==> src/verilog/sru_pkg.sv <==
// shared constants and types for the shift and rotate unit
package sru_pkg;
  localparam int unsigned QUARTERS_PER_CYCLE = 4;
  // quarter ticks for the base single cycle and the base pair time
  localparam logic [5:0] SINGLE_BASE_Q = 6'h04;
  localparam logic [5:0] PAIR_BASE_Q = 6'h05;
  localparam logic [5:0] SINGLE_STEP_Q = 6'h01;
  localparam logic [5:0] PAIR_STEP_Q = 6'h02;
  localparam int unsigned PAIR_BIT = 11;
  localparam int unsigned OPC_LSB = 4;
  localparam logic [15:0] RESET_WORD = 16'h0000;

  // single codes are instruction bits 10..3, pair codes bits 10..4
  typedef enum logic [7:0] {
    SRU_OP_ACC_LL = 8'h6A,
    SRU_OP_IDX_LR = 8'h75,
    SRU_OP_IDX_LL = 8'h65,
    SRU_OP_ACC_RR = 8'h3A,
    SRU_OP_ACC_RL = 8'h2A,
    SRU_OP_IDX_RL = 8'h25,
    SRU_OP_IDX_RR = 8'h35,
    SRU_OP_ALIGN = 8'h45,
    SRU_OP_SIGN_LINK = 8'h68
  } sru_single_op_t;

  typedef enum logic [6:0] {
    SRU_OP_PAIR_LR = 7'h38,
    SRU_OP_PAIR_LL = 7'h30,
    SRU_OP_PAIR_RR = 7'h18,
    SRU_OP_PAIR_RL = 7'h10
  } sru_pair_op_t;

  typedef struct packed {
    logic link;
    logic [15:0] acc;
    logic [15:0] idx;
  } sru_regs_t;

  typedef enum logic [1:0] {
    SRU_IDLE = 2'b00,
    SRU_RUN = 2'b01,
    SRU_DONE = 2'b10
  } sru_state_t;
endpackage

==> src/verilog/sru_shift_unit.sv <==
// shift and rotate datapath with quarter-cycle stretch timer
`timescale 1ns/1ps
module sru_shift_unit (
  input wire logic sys_clk_i,
  input wire logic resetn_i,
  input wire logic start_i,
  input wire logic [15:0] instr_i,
  input wire sru_pkg::sru_regs_t regs_i,
  input wire logic qtick_i,
  output logic busy_o,
  output logic done_o,
  output sru_pkg::sru_regs_t regs_o
);
  logic rst_meta_reg;
  logic rst_sync_reg;
  always_ff @(posedge sys_clk_i or negedge resetn_i) begin
    if (!resetn_i) begin
      rst_meta_reg <= 1'b0;
      rst_sync_reg <= 1'b0;
    end else begin
      rst_meta_reg <= 1'b1;
      rst_sync_reg <= rst_meta_reg;
    end
  end

  sru_pkg::sru_state_t state_reg, state_next;
  sru_pkg::sru_regs_t work_reg, work_next;
  logic [15:0] instr_reg;
  logic [4:0] places_reg, places_next;
  logic [5:0] qleft_reg, qleft_next;
  logic busy_reg, done_reg;

  // decode of the captured instruction and of instr_i at start
  // pair select by bit 11
  wire is_pair = instr_reg[sru_pkg::PAIR_BIT];
  wire [7:0] sop = instr_reg[10:3];
  wire [6:0] pop = instr_reg[10:4];
  wire in_pair = instr_i[sru_pkg::PAIR_BIT];
  wire [4:0] in_places = in_pair ? {1'b0, instr_i[3:0]} + 5'h01 : {2'b00, instr_i[2:0]} + 5'h01;
  wire [5:0] in_k = in_pair ? {2'b00, instr_i[3:0]} : {3'b000, instr_i[2:0]};
  wire in_sign = (instr_i[10:3] == sru_pkg::SRU_OP_SIGN_LINK) && !in_pair;
  wire [5:0] single_q = sru_pkg::SINGLE_BASE_Q + in_k * sru_pkg::SINGLE_STEP_Q;
  wire [5:0] pair_q = sru_pkg::PAIR_BASE_Q + in_k * sru_pkg::PAIR_STEP_Q;
  // sign copy finishes in one cycle
  wire [5:0] in_q = in_sign ? sru_pkg::SINGLE_BASE_Q : (in_pair ? pair_q : single_q);

  wire lk = work_reg.link;
  wire [15:0] a = work_reg.acc;
  wire [15:0] x = work_reg.idx;
  wire aligned = x[15] ^ x[14];

  // one place of movement per pass
  sru_pkg::sru_regs_t step;
  logic step_stop;
  always_comb begin
    step = work_reg;
    step_stop = 1'b0;
    if (is_pair) begin
      case (pop)
        sru_pkg::SRU_OP_PAIR_LR: step = {x[0], 1'b0, a[15:1], a[0], x[15:1]};
        sru_pkg::SRU_OP_PAIR_LL: step = {a[15], a[14:0], x[15], x[14:0], 1'b0};
        sru_pkg::SRU_OP_PAIR_RR: step = {x[0], lk, a[15:1], a[0], x[15:1]};
        sru_pkg::SRU_OP_PAIR_RL: step = {a[15], a[14:0], x[15], x[14:0], lk};
        default: step = work_reg;
      endcase
    end else begin
      case (sop)
        sru_pkg::SRU_OP_ACC_LL: step = {a[15], a[14:0], 1'b0, x};
        sru_pkg::SRU_OP_IDX_LR: step = {x[0], a, 1'b0, x[15:1]};
        sru_pkg::SRU_OP_IDX_LL: step = {x[15], a, x[14:0], 1'b0};
        sru_pkg::SRU_OP_ACC_RR: step = {a[0], lk, a[15:1], x};
        sru_pkg::SRU_OP_ACC_RL: step = {a[15], a[14:0], lk, x};
        sru_pkg::SRU_OP_IDX_RL: step = {x[15], a, x[14:0], lk};
        sru_pkg::SRU_OP_IDX_RR: step = {x[0], a, lk, x[15:1]};
        sru_pkg::SRU_OP_ALIGN: begin
          if (aligned) begin
            step = {1'b1, a, x};
            step_stop = 1'b1;
          end else begin
            step = {lk, a, x[15], x[13:0], 1'b0};
          end
        end
        sru_pkg::SRU_OP_SIGN_LINK: step = {a[15], a, x};
        default: step = work_reg;
      endcase
    end
  end

  // last shift may align the result
  wire align_op = !is_pair && (sop == sru_pkg::SRU_OP_ALIGN);
  wire [15:0] step_x = step.idx;
  wire last_aligned = align_op && !step_stop && (step_x[15] ^ step_x[14]);

  always_comb begin
    state_next = state_reg;
    work_next = work_reg;
    places_next = places_reg;
    qleft_next = qleft_reg;
    case (state_reg)
      sru_pkg::SRU_IDLE: begin
        if (start_i) begin
          work_next = regs_i;
          places_next = in_places;
          qleft_next = in_q;
          state_next = sru_pkg::SRU_RUN;
        end
      end
      sru_pkg::SRU_RUN: begin
        if (places_reg != 5'h00) begin
          work_next = step;
          places_next = places_reg - 5'h01;
          if (step_stop) begin
            places_next = 5'h00;
          end else if (last_aligned) begin
            work_next.link = 1'b1;
            places_next = 5'h00;
          end
          if (!is_pair && sop == sru_pkg::SRU_OP_SIGN_LINK) begin
            places_next = 5'h00;
          end
        end
        if (qtick_i && qleft_reg != 6'h00) begin
          qleft_next = qleft_reg - 6'h01;
        end
        if (qtick_i && qleft_reg <= 6'h01) begin
          state_next = sru_pkg::SRU_DONE;
        end
      end
      sru_pkg::SRU_DONE: state_next = sru_pkg::SRU_IDLE;
      default: state_next = sru_pkg::SRU_IDLE;
    endcase
  end

  always_ff @(posedge sys_clk_i or negedge rst_sync_reg) begin
    if (!rst_sync_reg) begin
      state_reg <= sru_pkg::SRU_IDLE;
      work_reg <= '0;
      instr_reg <= sru_pkg::RESET_WORD;
      places_reg <= 5'h00;
      qleft_reg <= 6'h00;
      busy_reg <= 1'b0;
      done_reg <= 1'b0;
    end else begin
      state_reg <= state_next;
      work_reg <= work_next;
      places_reg <= places_next;
      qleft_reg <= qleft_next;
      if (state_reg == sru_pkg::SRU_IDLE && start_i) begin
        instr_reg <= instr_i;
      end
      busy_reg <= (state_next == sru_pkg::SRU_RUN);
      done_reg <= (state_next == sru_pkg::SRU_DONE);
    end
  end

  assign busy_o = busy_reg;
  assign done_o = done_reg;
  assign regs_o = work_reg;
endmodule

==> config.mk <==
export PLATFORM = sky130hd
export DESIGN_NAME = sru_shift_unit
export DESIGN_NICKNAME = d
export VERILOG_FILES = /design/src/verilog/sru_pkg.sv /design/src/verilog/sru_shift_unit.sv
export SDC_FILE = /design/constraint.sdc
export NUM_CORES = 1
export LEC_CHECK = 0
export ABC_AREA = 1
export BUFFER_PORTS_ARGS = -buffer_cell sky130_fd_sc_hd__clkbuf_2
export CAP_MARGIN = 20
export CORE_ASPECT_RATIO = 0.75
export CORE_UTILIZATION = 45
export CTS_BUF_LIST = sky130_fd_sc_hd__clkbuf_8
export DETAILED_ROUTE_END_ITERATION = 8
export PLACE_DENSITY_LB_ADDON = 0.1
export REMOVE_ABC_BUFFERS = 1
export SETUP_SLACK_MARGIN = 0.4
export SLEW_MARGIN = 15
export SYNTH_ARGS = -nofsm -noshare
export SYNTH_HDL_FRONTEND = slang
export SYNTH_SLANG_ARGS = --single-unit
==> constraint.sdc <==
create_clock -name sys_clk_i -period 3.01 [get_ports sys_clk_i]
set_clock_uncertainty 0.05 [all_clocks]
set_input_delay 0 -clock sys_clk_i [delete_from_list [all_inputs] [get_ports sys_clk_i]]
set_output_delay 0 -clock sys_clk_i [all_outputs]
set_load 0.02 [all_outputs]
=== Word-level counts from Yosys, hierarchy flattened ===
Cells that the tools add are included.

* Word-level logic and storage cells: 101
* Bits in read-only memories: 0
* Input bits: 53
* Latch bits: 0
* Memories: 0
* RAM bits: 0
* Output and inout port bits: 35
* Flip-flop bits (word level): 62

* Equality and inequality tests: 33
* Shifts and indexed selects: 0
* Add/subtract/negate cells: 6
* Reduce and logical (&&, ||, !) cells: 19
* Divide/modulo/power cells: 0
* Bitwise logic cells: 2
* Order comparisons: 1
* Muxes and demuxes: 28
* Multipliers: 0

{| class="wikitable"
|+ Operators by type and width
! operator !! number
|-
| 33-bit case mux with 9 select lines || 1
|-
| 33-bit 2-to-1 mux || 4
|-
| 33-bit case mux with 4 select lines || 1
|-
| 33-bit case mux with 2 select lines || 1
|-
| 8-bit by 7-bit == test with 1-bit output, second input constant || 6
|-
| 8-bit by 6-bit == test with 1-bit output, second input constant || 4
|-
| 5-bit 2-to-1 mux || 6
|-
| 3-bit inequality test, second input constant || 9
|-
| 6-bit 2-to-1 mux || 4
|-
| 7-bit by 5-bit == test with 1-bit output, second input constant || 2
|-
| 7-bit by 6-bit == test with 1-bit output, second input constant || 2
|-
| 6-bit case mux with 2 select lines || 1
|-
| 11-bit AND reduction || 1
|-
| 5-bit case mux with 2 select lines || 1
|-
| 10-bit AND reduction || 1
|-
| 1-bit logical AND || 8
|-
| 7-bit by 3-bit inequality test with 1-bit output, second input constant || 1
|-
| 3-bit by 5-bit adder with 6-bit output, first input constant || 1
|-
| 6-bit by 1-bit less-or-equal comparator with 1-bit output, second input constant || 1
|-
| 2-bit inequality test, second input constant || 3
|-
| 6-bit by 2-bit inequality test with 1-bit output, second input constant || 1
|-
| 3-bit AND reduction || 2
|-
| 6-bit nonzero test || 1
|-
| 6-bit by 1-bit subtractor with 6-bit output, second input constant || 1
|-
| other kinds (17) || 26
|}

=== Longest topological paths before layout ===
Gate-level depths: netlist of the first run.

* Depth in word-level cells: 12
* Depth in mapped cells: 16

=== Worst setup path before layout of the first run ===
Ideal clock, no wire load.

* Path type: register to register
* Start point: register work_reg, in the netlist x[14]
* End point: register work_reg, in the netlist x[10]
* Setup time: 0.127 ns
* Period minus slack after synthesis: 1.864 ns
* Path slack: 1.146 ns
* Stages on the path, launching flop included: 8
* Arrival time: 1.688 ns
* Cell sequence: dfrtp_1 buf_2 nor2_1 nor2_2 o21ai_2 a211oi_4 buf_4 o21ai_1

* Longest elaborated chain between the ends: 3

{| class="wikitable"
|+ RTL lines
! what !! line !! source
|-
| start, declared || sru_shift_unit.sv:27 || <nowiki>sru_pkg::sru_regs_t work_reg, work_next;</nowiki>
|-
| start signal, assigned || sru_shift_unit.sv:145 || <nowiki>work_reg <= work_next;</nowiki>
|-
| 1-bit XOR || sru_shift_unit.sv:50 || <nowiki>wire aligned = x[15] ^ x[14];</nowiki>
|-
| 4-bit inequality test (no line) || n/a ||
|-
| 10-bit AND reduction (no line) || n/a ||
|}

No other way between the ends.
A chain may end at the register's enable or synchronous reset.

=== Worst setup path in the final report of the first run ===
* Start point: register state_reg[0]
* End point: register work_reg, in the netlist x[13]

* Longest elaborated chain between the ends: 3
* Elaborated cells between the ends (all ways): 14
* Those cells by class: eq/ne: 10; mux: 1; reduce/logical: 3

{| class="wikitable"
|+ RTL lines
! what !! line !! source
|-
| start, declared || sru_shift_unit.sv:26 || <nowiki>sru_pkg::sru_state_t state_reg, state_next;</nowiki>
|-
| start signal, assigned || sru_shift_unit.sv:136 || <nowiki>state_reg <= sru_pkg::SRU_IDLE;</nowiki>
|-
| start signal, assigned || sru_shift_unit.sv:144 || <nowiki>state_reg <= state_next;</nowiki>
|-
| 2-bit by 1-bit == test with 1-bit output / 2-bit logical NOT (equally long branches) || sru_shift_unit.sv:99 || <nowiki>case (state_reg)</nowiki>
|-
| 7-bit by 3-bit inequality test with 1-bit output (no line), or another cell as far along || n/a ||
|-
| 10-bit AND reduction (no line) || n/a ||
|}

Several ways; a longest one is shown, not always the timed one.

==> results by stage, run 1 <==
Timing:
- At the pin with the least slew margin, the transition time is 0.7572 ns.
- The achievable frequency is 412.6 MHz.
- Hold is met by 0.03948 ns.
- The clock period minus worst slack is 2.424 ns.
- Setup violations remaining at the end of the flow were counted as 0.
- In the finished design, the share of the clock period the worst path needs comes to 80.53%.
- The count of final max-slew check failures is 0.
- Setup repair after global routing could not meet its margin everywhere.
- The worst max-slew margin expressed relative to the limit is 49.36%.
- Once routing completed, OpenROAD measured the worst setup slack at 0.5861 ns.
- For the final routed database, the setup TNS stands at 0 ns.
- The number of endpoints with negative hold slack in the final report came to 0.

Worst setup path:
- The worst register-to-register path begins at state_reg[0]$_DFF_PN0_.
- The critical path is of the flip-flop to flip-flop type.
- The start point of the critical path is state_reg[0]$_DFF_PN0_.
- Along the worst path, the maximum fanout reaches 14.
- The worst-case register-to-register setup slack is 0.59 ns.
- STA classifies the critical path startpoint as a flip-flop.
- The required time at the endpoint of the critical path is 3.16 ns.
- In this run the critical register-to-register path is captured at x[13]$_DFFE_PN0P_.
- The number of cells on the worst reg-to-reg path is 10.
- Following the worst setup path forward leads to its endpoint at x[13]$_DFFE_PN0P_.
- Data on the critical path arrives at its endpoint at 2.57 ns.
- The endpoint class of the critical path is a flip-flop.

Floorplanning:
- The die covers 0.01006 mm^2.
- The floorplan step defined a core boundary enclosing 0.009196 mm^2.
- From left edge to right edge, the die measures 115.5 um.
- 88 I/O pins were placed.
- The die height is 87.10 um.
- Row generation in the floorplan step produced 30 rows.
- For this configuration, the core starts out at a cell density of 47.25%.

Clock tree:
- Counting along the longest clock path gives a buffer depth of 2.
- After clock tree synthesis, the clock-pin slew on the worst setup and hold paths is 0.07 ns.
- TritonCTS built the clock tree.
- The clock insertion delay at the later pin of the skew report is 0.35 ns.
- The clock sink count is 59.
- The H-tree was split into 3 levels.
- The tree is rooted in a sky130_fd_sc_hd__clkbuf_8.
- The number of buffers added by the clock tree synthesis step is 9.

Route:
- In this run the remaining antenna-violating nets after routing total 0.
- The number of DRC markers in iteration 0 is 407.
- The DRC violation count after routing is 0.
- The total iterations of the first detailed-routing run is 5.
- The count of vias placed by the detailed router is 4905.
- In the routed layout, each cell is associated on average with a via count of 5.644.
- After detailed routing, the average wire length per cell comes to 15.80 um.
- The final layout contains routed wiring with a total length of 13.73 mm.

Finish:
- The number of nets in the layout is 796.
- The multi-input gate area in the final layout is 0.002449 mm^2.
- Cells fill 60.11% of the core in the end.
- From synthesis to final layout, the design area changed by 27.21%.
- The share of layout cells above drive strength 1 is 18.08%.
- The number of antenna cells inserted is 0.
- Fill cells in the final layout number 888.
- Summing all flip-flop and latch instances after layout gives 0.001478 mm^2.

Yosys:
- The part of the Yosys area used for sequential elements is 33.98%.
- The cell area after technology mapping is 0.004345 mm^2.
- The dominant register cell in the synthesized netlist is sky130_fd_sc_hd__dfrtp_1.
- After technology mapping, the gate count stands at 620.
- The average instance in the mapped netlist occupies 7.009 um^2.
- The number of warning messages in the yosys log is 0.
- The share of synthesized registers carrying an async set or reset is 100.0%.
- The number of distinct standard cells referenced by the synthesized netlist is 44.
- In this run, synthesis produced a sequential element count of 59.
- The number of flops mapped to enable cells by yosys is 0.

Placed design:
- The post-placement setup slack is 0.4122 ns.
- The total half-perimeter wirelength after legalization and detailed placement is 9.152 mm.
- The number of buffers inserted by port buffering is 83.
- The last weighted congestion value of the routability-driven placer is 0.9923.

Global routing:
- The number of antenna violations at the first check in global routing came to 0.
- Entering global routing, the biggest net connects 40 pins.
- Global routing used 27.97% of the available tracks.
- The total overflow left after global routing is 0.
- The first global-routing pass estimated 21.94 mm of wire.
- The number of global-route vias before repair came to 4482.

Pwr:
- For this design the ratio of total power to cell area is 892.3 mW/mm^2.
- IR analysis of the VDD net gives a maximum drop of 0.4283 mV.
- The overall power is 0.004932 W.
- The total leakage power is 2.468 nW.

Hold path:
- The worst hold path belongs to the class input pin to flip-flop.

Job:
- The total of max-cap violations is 0.

Run status:
- The run finished with clean final reports.
cells in the mapped netlist, drive strengths merged (7+ instances only):
library cell,n,share of area (%)
nand2,75,6.5
inv,74,6.4
dfrtp,59,34
o22ai,32,4.6
nor2,70,6.6
o211ai,30,5.2
a22oi,15,2.6
nor3,9,1.3
ha,7,2.0
buf,14,2.0
nand3,24,3.0
o21ai,89,11
clkbuf,22,1.9
a21oi,69,8.1
nand4,9,1.3
cells by family (layout without fill, tap and decap cells):
| logic type | Yosys count | in the layout | share of synthesized area [%] |
|---|---|---|---|
| AO/OA/AOI/OAI | 247 | 248 | 33.52 |
| AND/OR/NAND/NOR | 191 | 192 | 19.21 |
| buffers and inverters | 111 | 230 | 10.39 |
| flip-flops | 59 | 59 | 33.98 |
| adder cells (fa/ha/maj) | 7 | 7 | 2.015 |
| XOR/XNOR | 4 | 4 | 0.8064 |
| other | 1 | 1 | 0.08630 |
layout make-up:
class                   count  area share (%)
flip-flops and latches     59           26.73
clock inverters             3          0.2263
repair buffers            139           17.52
inverters                  75           5.093
well taps                 128           2.897
multi-input cells         452           44.30
clock buffers              13           3.237
routing by layer:
metal,share of wire (%),GRT usage [%],wire (um),vias up
met4,0.94,6.494,129,0
met5,0,0,0,-
met1,48,40.23,6583,2271
met3,7.4,6.333,1019,12
li1,-,-,-,2405
met2,44,42.46,5998,217
repair_timing:
action                                 CTS  global route
resized for setup                        0             2
hold buffers                            45             0
setup endpoints to repair                0            16
endpoints found under the hold margin   46             0
setup buffers                            0             1
per-stage QoR:
stage               cell area (um^2)  std cells
floorplan                       4175        584
global placement                4820        804
detailed placement              4835        805
CTS                             5477        866
global route                    5528        869
finish                          5528        869
worst min path at each step:
stage	start	end	cells past startpoint
6_report	instr_i[11]	instr_reg[11]$_DFFE_PN0P_	3
5_1_grt	instr_i[11]	instr_reg[11]$_DFFE_PN0P_	3
4_1_cts	instr_i[11]	instr_reg[11]$_DFFE_PN0P_	3
3_5_place_dp	resetn_i	rst_meta_reg$_DFF_PN0_	1
3_3_place_gp	resetn_i	rst_meta_reg$_DFF_PN0_	1
2_1_floorplan	resetn_i	rst_meta_reg$_DFF_PN0_	0
worst max-delay path, stage by stage, from the launching register on:
cell	delay (ns)
sky130_fd_sc_hd__dfrtp_1	0.38
sky130_fd_sc_hd__inv_1	0.15
sky130_fd_sc_hd__nor2_4	0.33
sky130_fd_sc_hd__inv_1	0.14
sky130_fd_sc_hd__nor2_2	0.34
sky130_fd_sc_hd__nand2_1	0.09
sky130_fd_sc_hd__nor2_1	0.36
sky130_fd_sc_hd__a211oi_4	0.07
sky130_fd_sc_hd__buf_12	0.17
sky130_fd_sc_hd__o211ai_1	0.09
sky130_fd_sc_hd__o21ai_0	0.11
power breakdown:
group	total (W)	internal, W	switching, W
logic	0.00276	0.000908	0.00186
clock network	0.000705	0.000382	0.000323
registers	0.00146	0.00111	0.000353
total	0.00493	0.00240	0.00253
cell usage in the layout (no fill, tap or decap), types with 2 or more instances in the layout:
cell	netlist	layout
sky130_fd_sc_hd__buf_4	5	9
sky130_fd_sc_hd__nor3_1	8	8
sky130_fd_sc_hd__ha_1	7	7
sky130_fd_sc_hd__a21oi_2	2	2
sky130_fd_sc_hd__inv_2	6	6
sky130_fd_sc_hd__clkbuf_8	0	13
sky130_fd_sc_hd__nand3_1	22	22
sky130_fd_sc_hd__o21ai_1	15	15
sky130_fd_sc_hd__dlygate4sd3_1	0	45
sky130_fd_sc_hd__a21oi_1	67	67
sky130_fd_sc_hd__nor2_4	1	2
sky130_fd_sc_hd__xor2_1	2	2
sky130_fd_sc_hd__clkbuf_2	0	83
sky130_fd_sc_hd__nor2_2	6	6
sky130_fd_sc_hd__a211oi_1	2	2
sky130_fd_sc_hd__nand2_1	75	75
sky130_fd_sc_hd__inv_1	68	70
sky130_fd_sc_hd__nor2_1	63	63
sky130_fd_sc_hd__dfrtp_1	59	58
sky130_fd_sc_hd__xnor2_1	2	2
sky130_fd_sc_hd__nand4_1	9	9
sky130_fd_sc_hd__o211ai_1	30	30
sky130_fd_sc_hd__o22ai_1	32	32
sky130_fd_sc_hd__a22oi_1	15	15
sky130_fd_sc_hd__a211oi_4	1	2
sky130_fd_sc_hd__o21ai_2	3	3
sky130_fd_sc_hd__nor4_1	2	2
sky130_fd_sc_hd__nand3_2	2	2
sky130_fd_sc_hd__o21ai_0	71	71
Power figures use the tool's default switching activity.
==> inputs of run 2 (changes only) <==
--- a/config.mk
+++ b/config.mk
@@ -5,7 +5,7 @@
 export SDC_FILE = /design/constraint.sdc
 export NUM_CORES = 1
 export LEC_CHECK = 0
-export ABC_AREA = 1
+export ABC_AREA = 0
 export BUFFER_PORTS_ARGS = -buffer_cell sky130_fd_sc_hd__clkbuf_2
 export CAP_MARGIN = 20
 export CORE_ASPECT_RATIO = 0.75
==> constraint.sdc (replaced) <==
create_clock -name sys_clk_i -period 2.2 [get_ports sys_clk_i]
set_clock_uncertainty 0.05 [all_clocks]
set_input_delay 0 -clock sys_clk_i [delete_from_list [all_inputs] [get_ports sys_clk_i]]
set_output_delay 0 -clock sys_clk_i [all_outputs]
set_load 0.02 [all_outputs]
==> results by stage, run 2 <==
Run status:
- The run finished, with violations left.
- The checks that failed: setup timing.

Finish:
- The number of standard cells in the final layout excluding fillers is 702.
- Leaving out fill and tap cells, the most frequent cells in the layout are sky130_fd_sc_hd__clkbuf_2 (83), sky130_fd_sc_hd__dfrtp_1 (56), sky130_fd_sc_hd__dlygate4sd3_1 (46).
- The cell area after layout is 0.006005 mm^2.
- The net count of the finished layout is 652.
- The post-route netlist has 44.89% of its cells at a drive strength greater than 1.
- The number of antenna diodes in the final layout is 0.
- The area growth from synthesis to layout is 57.14%.
- Leaving out fill and tap cells, the most frequent cell in the layout is sky130_fd_sc_hd__clkbuf_2.
- The final core utilization is 74.52%.

Route:
- The final wirelength is 12.46 mm.
- The count of vias placed by the detailed router is 4052.
- The count of nets left with antenna violations after detail routing is 0.
- In the final routed layout, each cell accounts on average for 17.74 um.
- The number of DRC markers in iteration 0 is 228.
- The number of vias per cell after detailed routing is 5.772.
- The DRC violation count after routing is 0.
- Before antenna repair, the detailed router went through 5 iterations.

Clock tree:
- The clock insertion delay at the later pin of the skew report is 0.35 ns.
- The clock tree from TritonCTS is done.
- In this run the number of H-tree levels came out at 3.
- The clock tree buffer depth is 2.
- The clock edge transition at the registers on the reported setup and hold paths is 0.07 ns.
- The number of buffers added by the clock tree synthesis step is 9.
- The root buffer cell chosen for the clock tree is sky130_fd_sc_hd__clkbuf_8.
- The clock sink count is 59.

Timing:
- The achievable frequency is 441.5 MHz.
- After layout, the worst setup slack is -0.06478 ns.
- The total of endpoints with negative setup slack in the final report is 3.
- The worst max-slew margin expressed relative to the limit is 64.22%.
- Dividing the final minimum period by the clock period gives 102.9%.
- The routed design could run at a clock period as short as 2.265 ns.
- Setup repair after global routing could not meet its margin everywhere.
- The count of final max-slew check failures was 0.
- The number of endpoints with negative hold slack in the final report is 0.
- The pin slew with the least headroom to its limit is 0.5299 ns.

Floorplanning:
- The placeable core region is 0.008058 mm^2.
- The number of core rows is 28.
- The area of the die is 0.008868 mm^2.
- The number of top-level pins is 88.
- Once the floorplan was initialized, standard cells occupied 47.42% of the core.
- The die is 108.4 um wide.
- From bottom edge to top edge, the die measures 81.81 um.

Worst setup path:
- The end of the worst register-to-register path is lk$_DFFE_PN0P_.
- Counting cells, the worst reg-to-reg path comes to 7.
- The largest individual stage delay along the critical path comes from the cell sky130_fd_sc_hd__dfrtp_1.
- The maximum fanout count along the critical path is 3.
- The start point of the critical path is instr_reg[10]$_DFFE_PN0P_.
- The data arrival at the endpoint of the critical path is 2.48 ns.
- The endpoint class of the critical path is a flip-flop.
- The kind of start point of the critical path is a flip-flop.
- Walking the worst path, the cells encountered are or2_4 -> or3_4 -> mux2i_1 -> mux2_4 -> mux2i_4 -> a21boi_2 -> o31ai_2.
- In this run the worst setup path terminates at lk$_DFFE_PN0P_.
- For the worst setup path, the data required time is 2.41 ns.
- The category of the most critical setup path is flip-flop to flip-flop.
- The source of the worst register-to-register timing path is instr_reg[10]$_DFFE_PN0P_.
- For this run, the slowest stage of the critical path takes 0.43 ns.
- For flop-to-flop paths, the worst setup slack is -0.06 ns.

Placed design:
- The last weighted congestion value of the routability-driven placer is 0.9941.
- Port buffering added 83 buffers.
- The placed cell area is 0.004531 mm^2.
- Detailed placement finished with a half-perimeter wire length of 7.460 mm.
- Counting tap cells, the placed design contains a total of 616 instances.

Global routing:
- The total congestion overflow after global routing is 0.
- The first-pass GRT wire length is 19.32 mm.
- Entering global routing, the biggest net connects 58 pins.
- The number of antenna violations at the first check in global routing is 0.
- The number of global-route vias before repair is 3873.
- For this run, the total global-route usage over all layers was measured as 28.53%.

Yosys:
- In the synthesized netlist the async set-or-reset flop fraction comes to 100.0%.
- A synthesized cell averages 9.055 um^2.
- The flip-flop and latch count after synthesis is 59.
- The cell area after technology mapping is 0.003821 mm^2.
- The number of flops mapped to enable cells by yosys is 0.
- For this run, the leading register cell type out of synthesis is sky130_fd_sc_hd__dfrtp_1.
- Counting instances in the post-synthesis netlist gives the leading cell types as sky130_fd_sc_hd__dfrtp_1 (59), sky130_fd_sc_hd__a21oi_1 (50), sky130_fd_sc_hd__nor2_1 (38).
- The number of warning messages in the yosys log is 0.
- Synthesis produced a netlist whose cell count is 422.
- In this run the biggest area consumer among cell types represents 38.64% of the synthesized area.
- The top cell type by total area after synthesis is sky130_fd_sc_hd__dfrtp_1.
- By instance count, the leading cell after synthesis is sky130_fd_sc_hd__dfrtp_1.
- The synthesized netlist contains 62 unique library cells.
- By area the synthesized netlist is led by sky130_fd_sc_hd__dfrtp_1 (39%), sky130_fd_sc_hd__a21oi_1 (6.5%), sky130_fd_sc_hd__mux2i_1 (5.5%).
- The part of the Yosys area used for sequential elements is 38.64%.

Pwr:
- Dividing total power by cell area gives a power density of 1574 mW/mm^2.
- The total leakage power is 2.542 nW.
- IR analysis of the VDD net gives a maximum drop of 0.9699 mV.

Hold path:
- The instance count along the most critical hold path is 2.
- The type of the tightest min-delay check is input pin to flip-flop.

Job:
- Max-cap violations in this run came to 0.
==> run 2: kinds of logic (layout without fill, tap and decap cells) <==
family          count (synthesis)  count (layout)  share of synthesized area, %
simple gates                  143             143                         20.73
compound gates                137             137                         23.22
flops                          59              59                         38.64
buf+inv                        38             213                         4.683
mux                            33              33                         9.430
fa+ha+maj                       7               7                         2.292
xor+xnor                        4               4                        0.9170
other cells                     1               1                       0.09814
==> run 2: power breakdown <==
part	internal [W]	switching [W]	total, W	leakage (nW)
combinational	0.00268	0.00326	0.00594	1.74
sequential	0.00164	0.000787	0.00243	0.689
clock	0.000612	0.000472	0.00108	0.108
total	0.00494	0.00451	0.00945	2.54
==> run 2: repair_timing <==
| item | CTS | global route |
|---|---|---|
| resized for setup | 106 | 43 |
| pin swaps | 61 | 26 |
| buffers inserted | 13 | 5 |
| hold buffers | 46 | 0 |
| hold endpoints to repair | 47 | 0 |
| setup endpoints to repair | 38 | 38 |
| cloned | 6 | 0 |
==> run 2: layout make-up <==
type                            count  area, um^2
Multi-Input combinational cell    325        2643
Clock inverter                      4       47.55
Sequential cell                    59        1480
Fill cell                         559        2053
Clock buffer                       12       165.2
Timing Repair Buffer              190        1511
Tap cell                          105       131.4
Inverter                            7       26.28
==> run 2: routing by layer <==
metal	track usage [%]	wire, um
met1	37.59	5532
met2	45.76	5937
met3	8.016	757
met4	8.649	229
met5	0	0
==> run 2: critical path, delay by kind of cell, from the launching register on <==
family / cells / cell delay [ns]
compound gates: 2 / 0.42
flops: 1 / 0.43
mux: 3 / 0.64
simple gates: 2 / 0.66
==> run 2: worst min path at each step <==
stage                           endpoint  slack [ns]         from
3_5_place_dp      rst_meta_reg$_DFF_PN0_       -0.26     resetn_i
5_1_grt        instr_reg[11]$_DFFE_PN0P_        0.05  instr_i[11]
2_1_floorplan     rst_meta_reg$_DFF_PN0_       -0.35     resetn_i
6_report       instr_reg[11]$_DFFE_PN0P_        0.03  instr_i[11]
3_3_place_gp      rst_meta_reg$_DFF_PN0_       -0.26     resetn_i
4_1_cts        instr_reg[11]$_DFFE_PN0P_        0.02  instr_i[11]
==> run 2: stage by stage <==
step	worst slack (ns)	setup TNS [ns]	hold WS [ns]	power, W
after detailed placement	-0.05981	-0.07155	-0.2576	0.006698
final	-0.06478	-0.1564	0.02793	0.009452
after CTS	-0.02388	-0.02388	0.01637	0.008862
after floorplan	-1.255	-19.35	-0.3456	0.005069
after global routing	-0.1234	-0.3721	0.04627	0.01003
after global placement	0.01883	0	-0.2623	0.006582
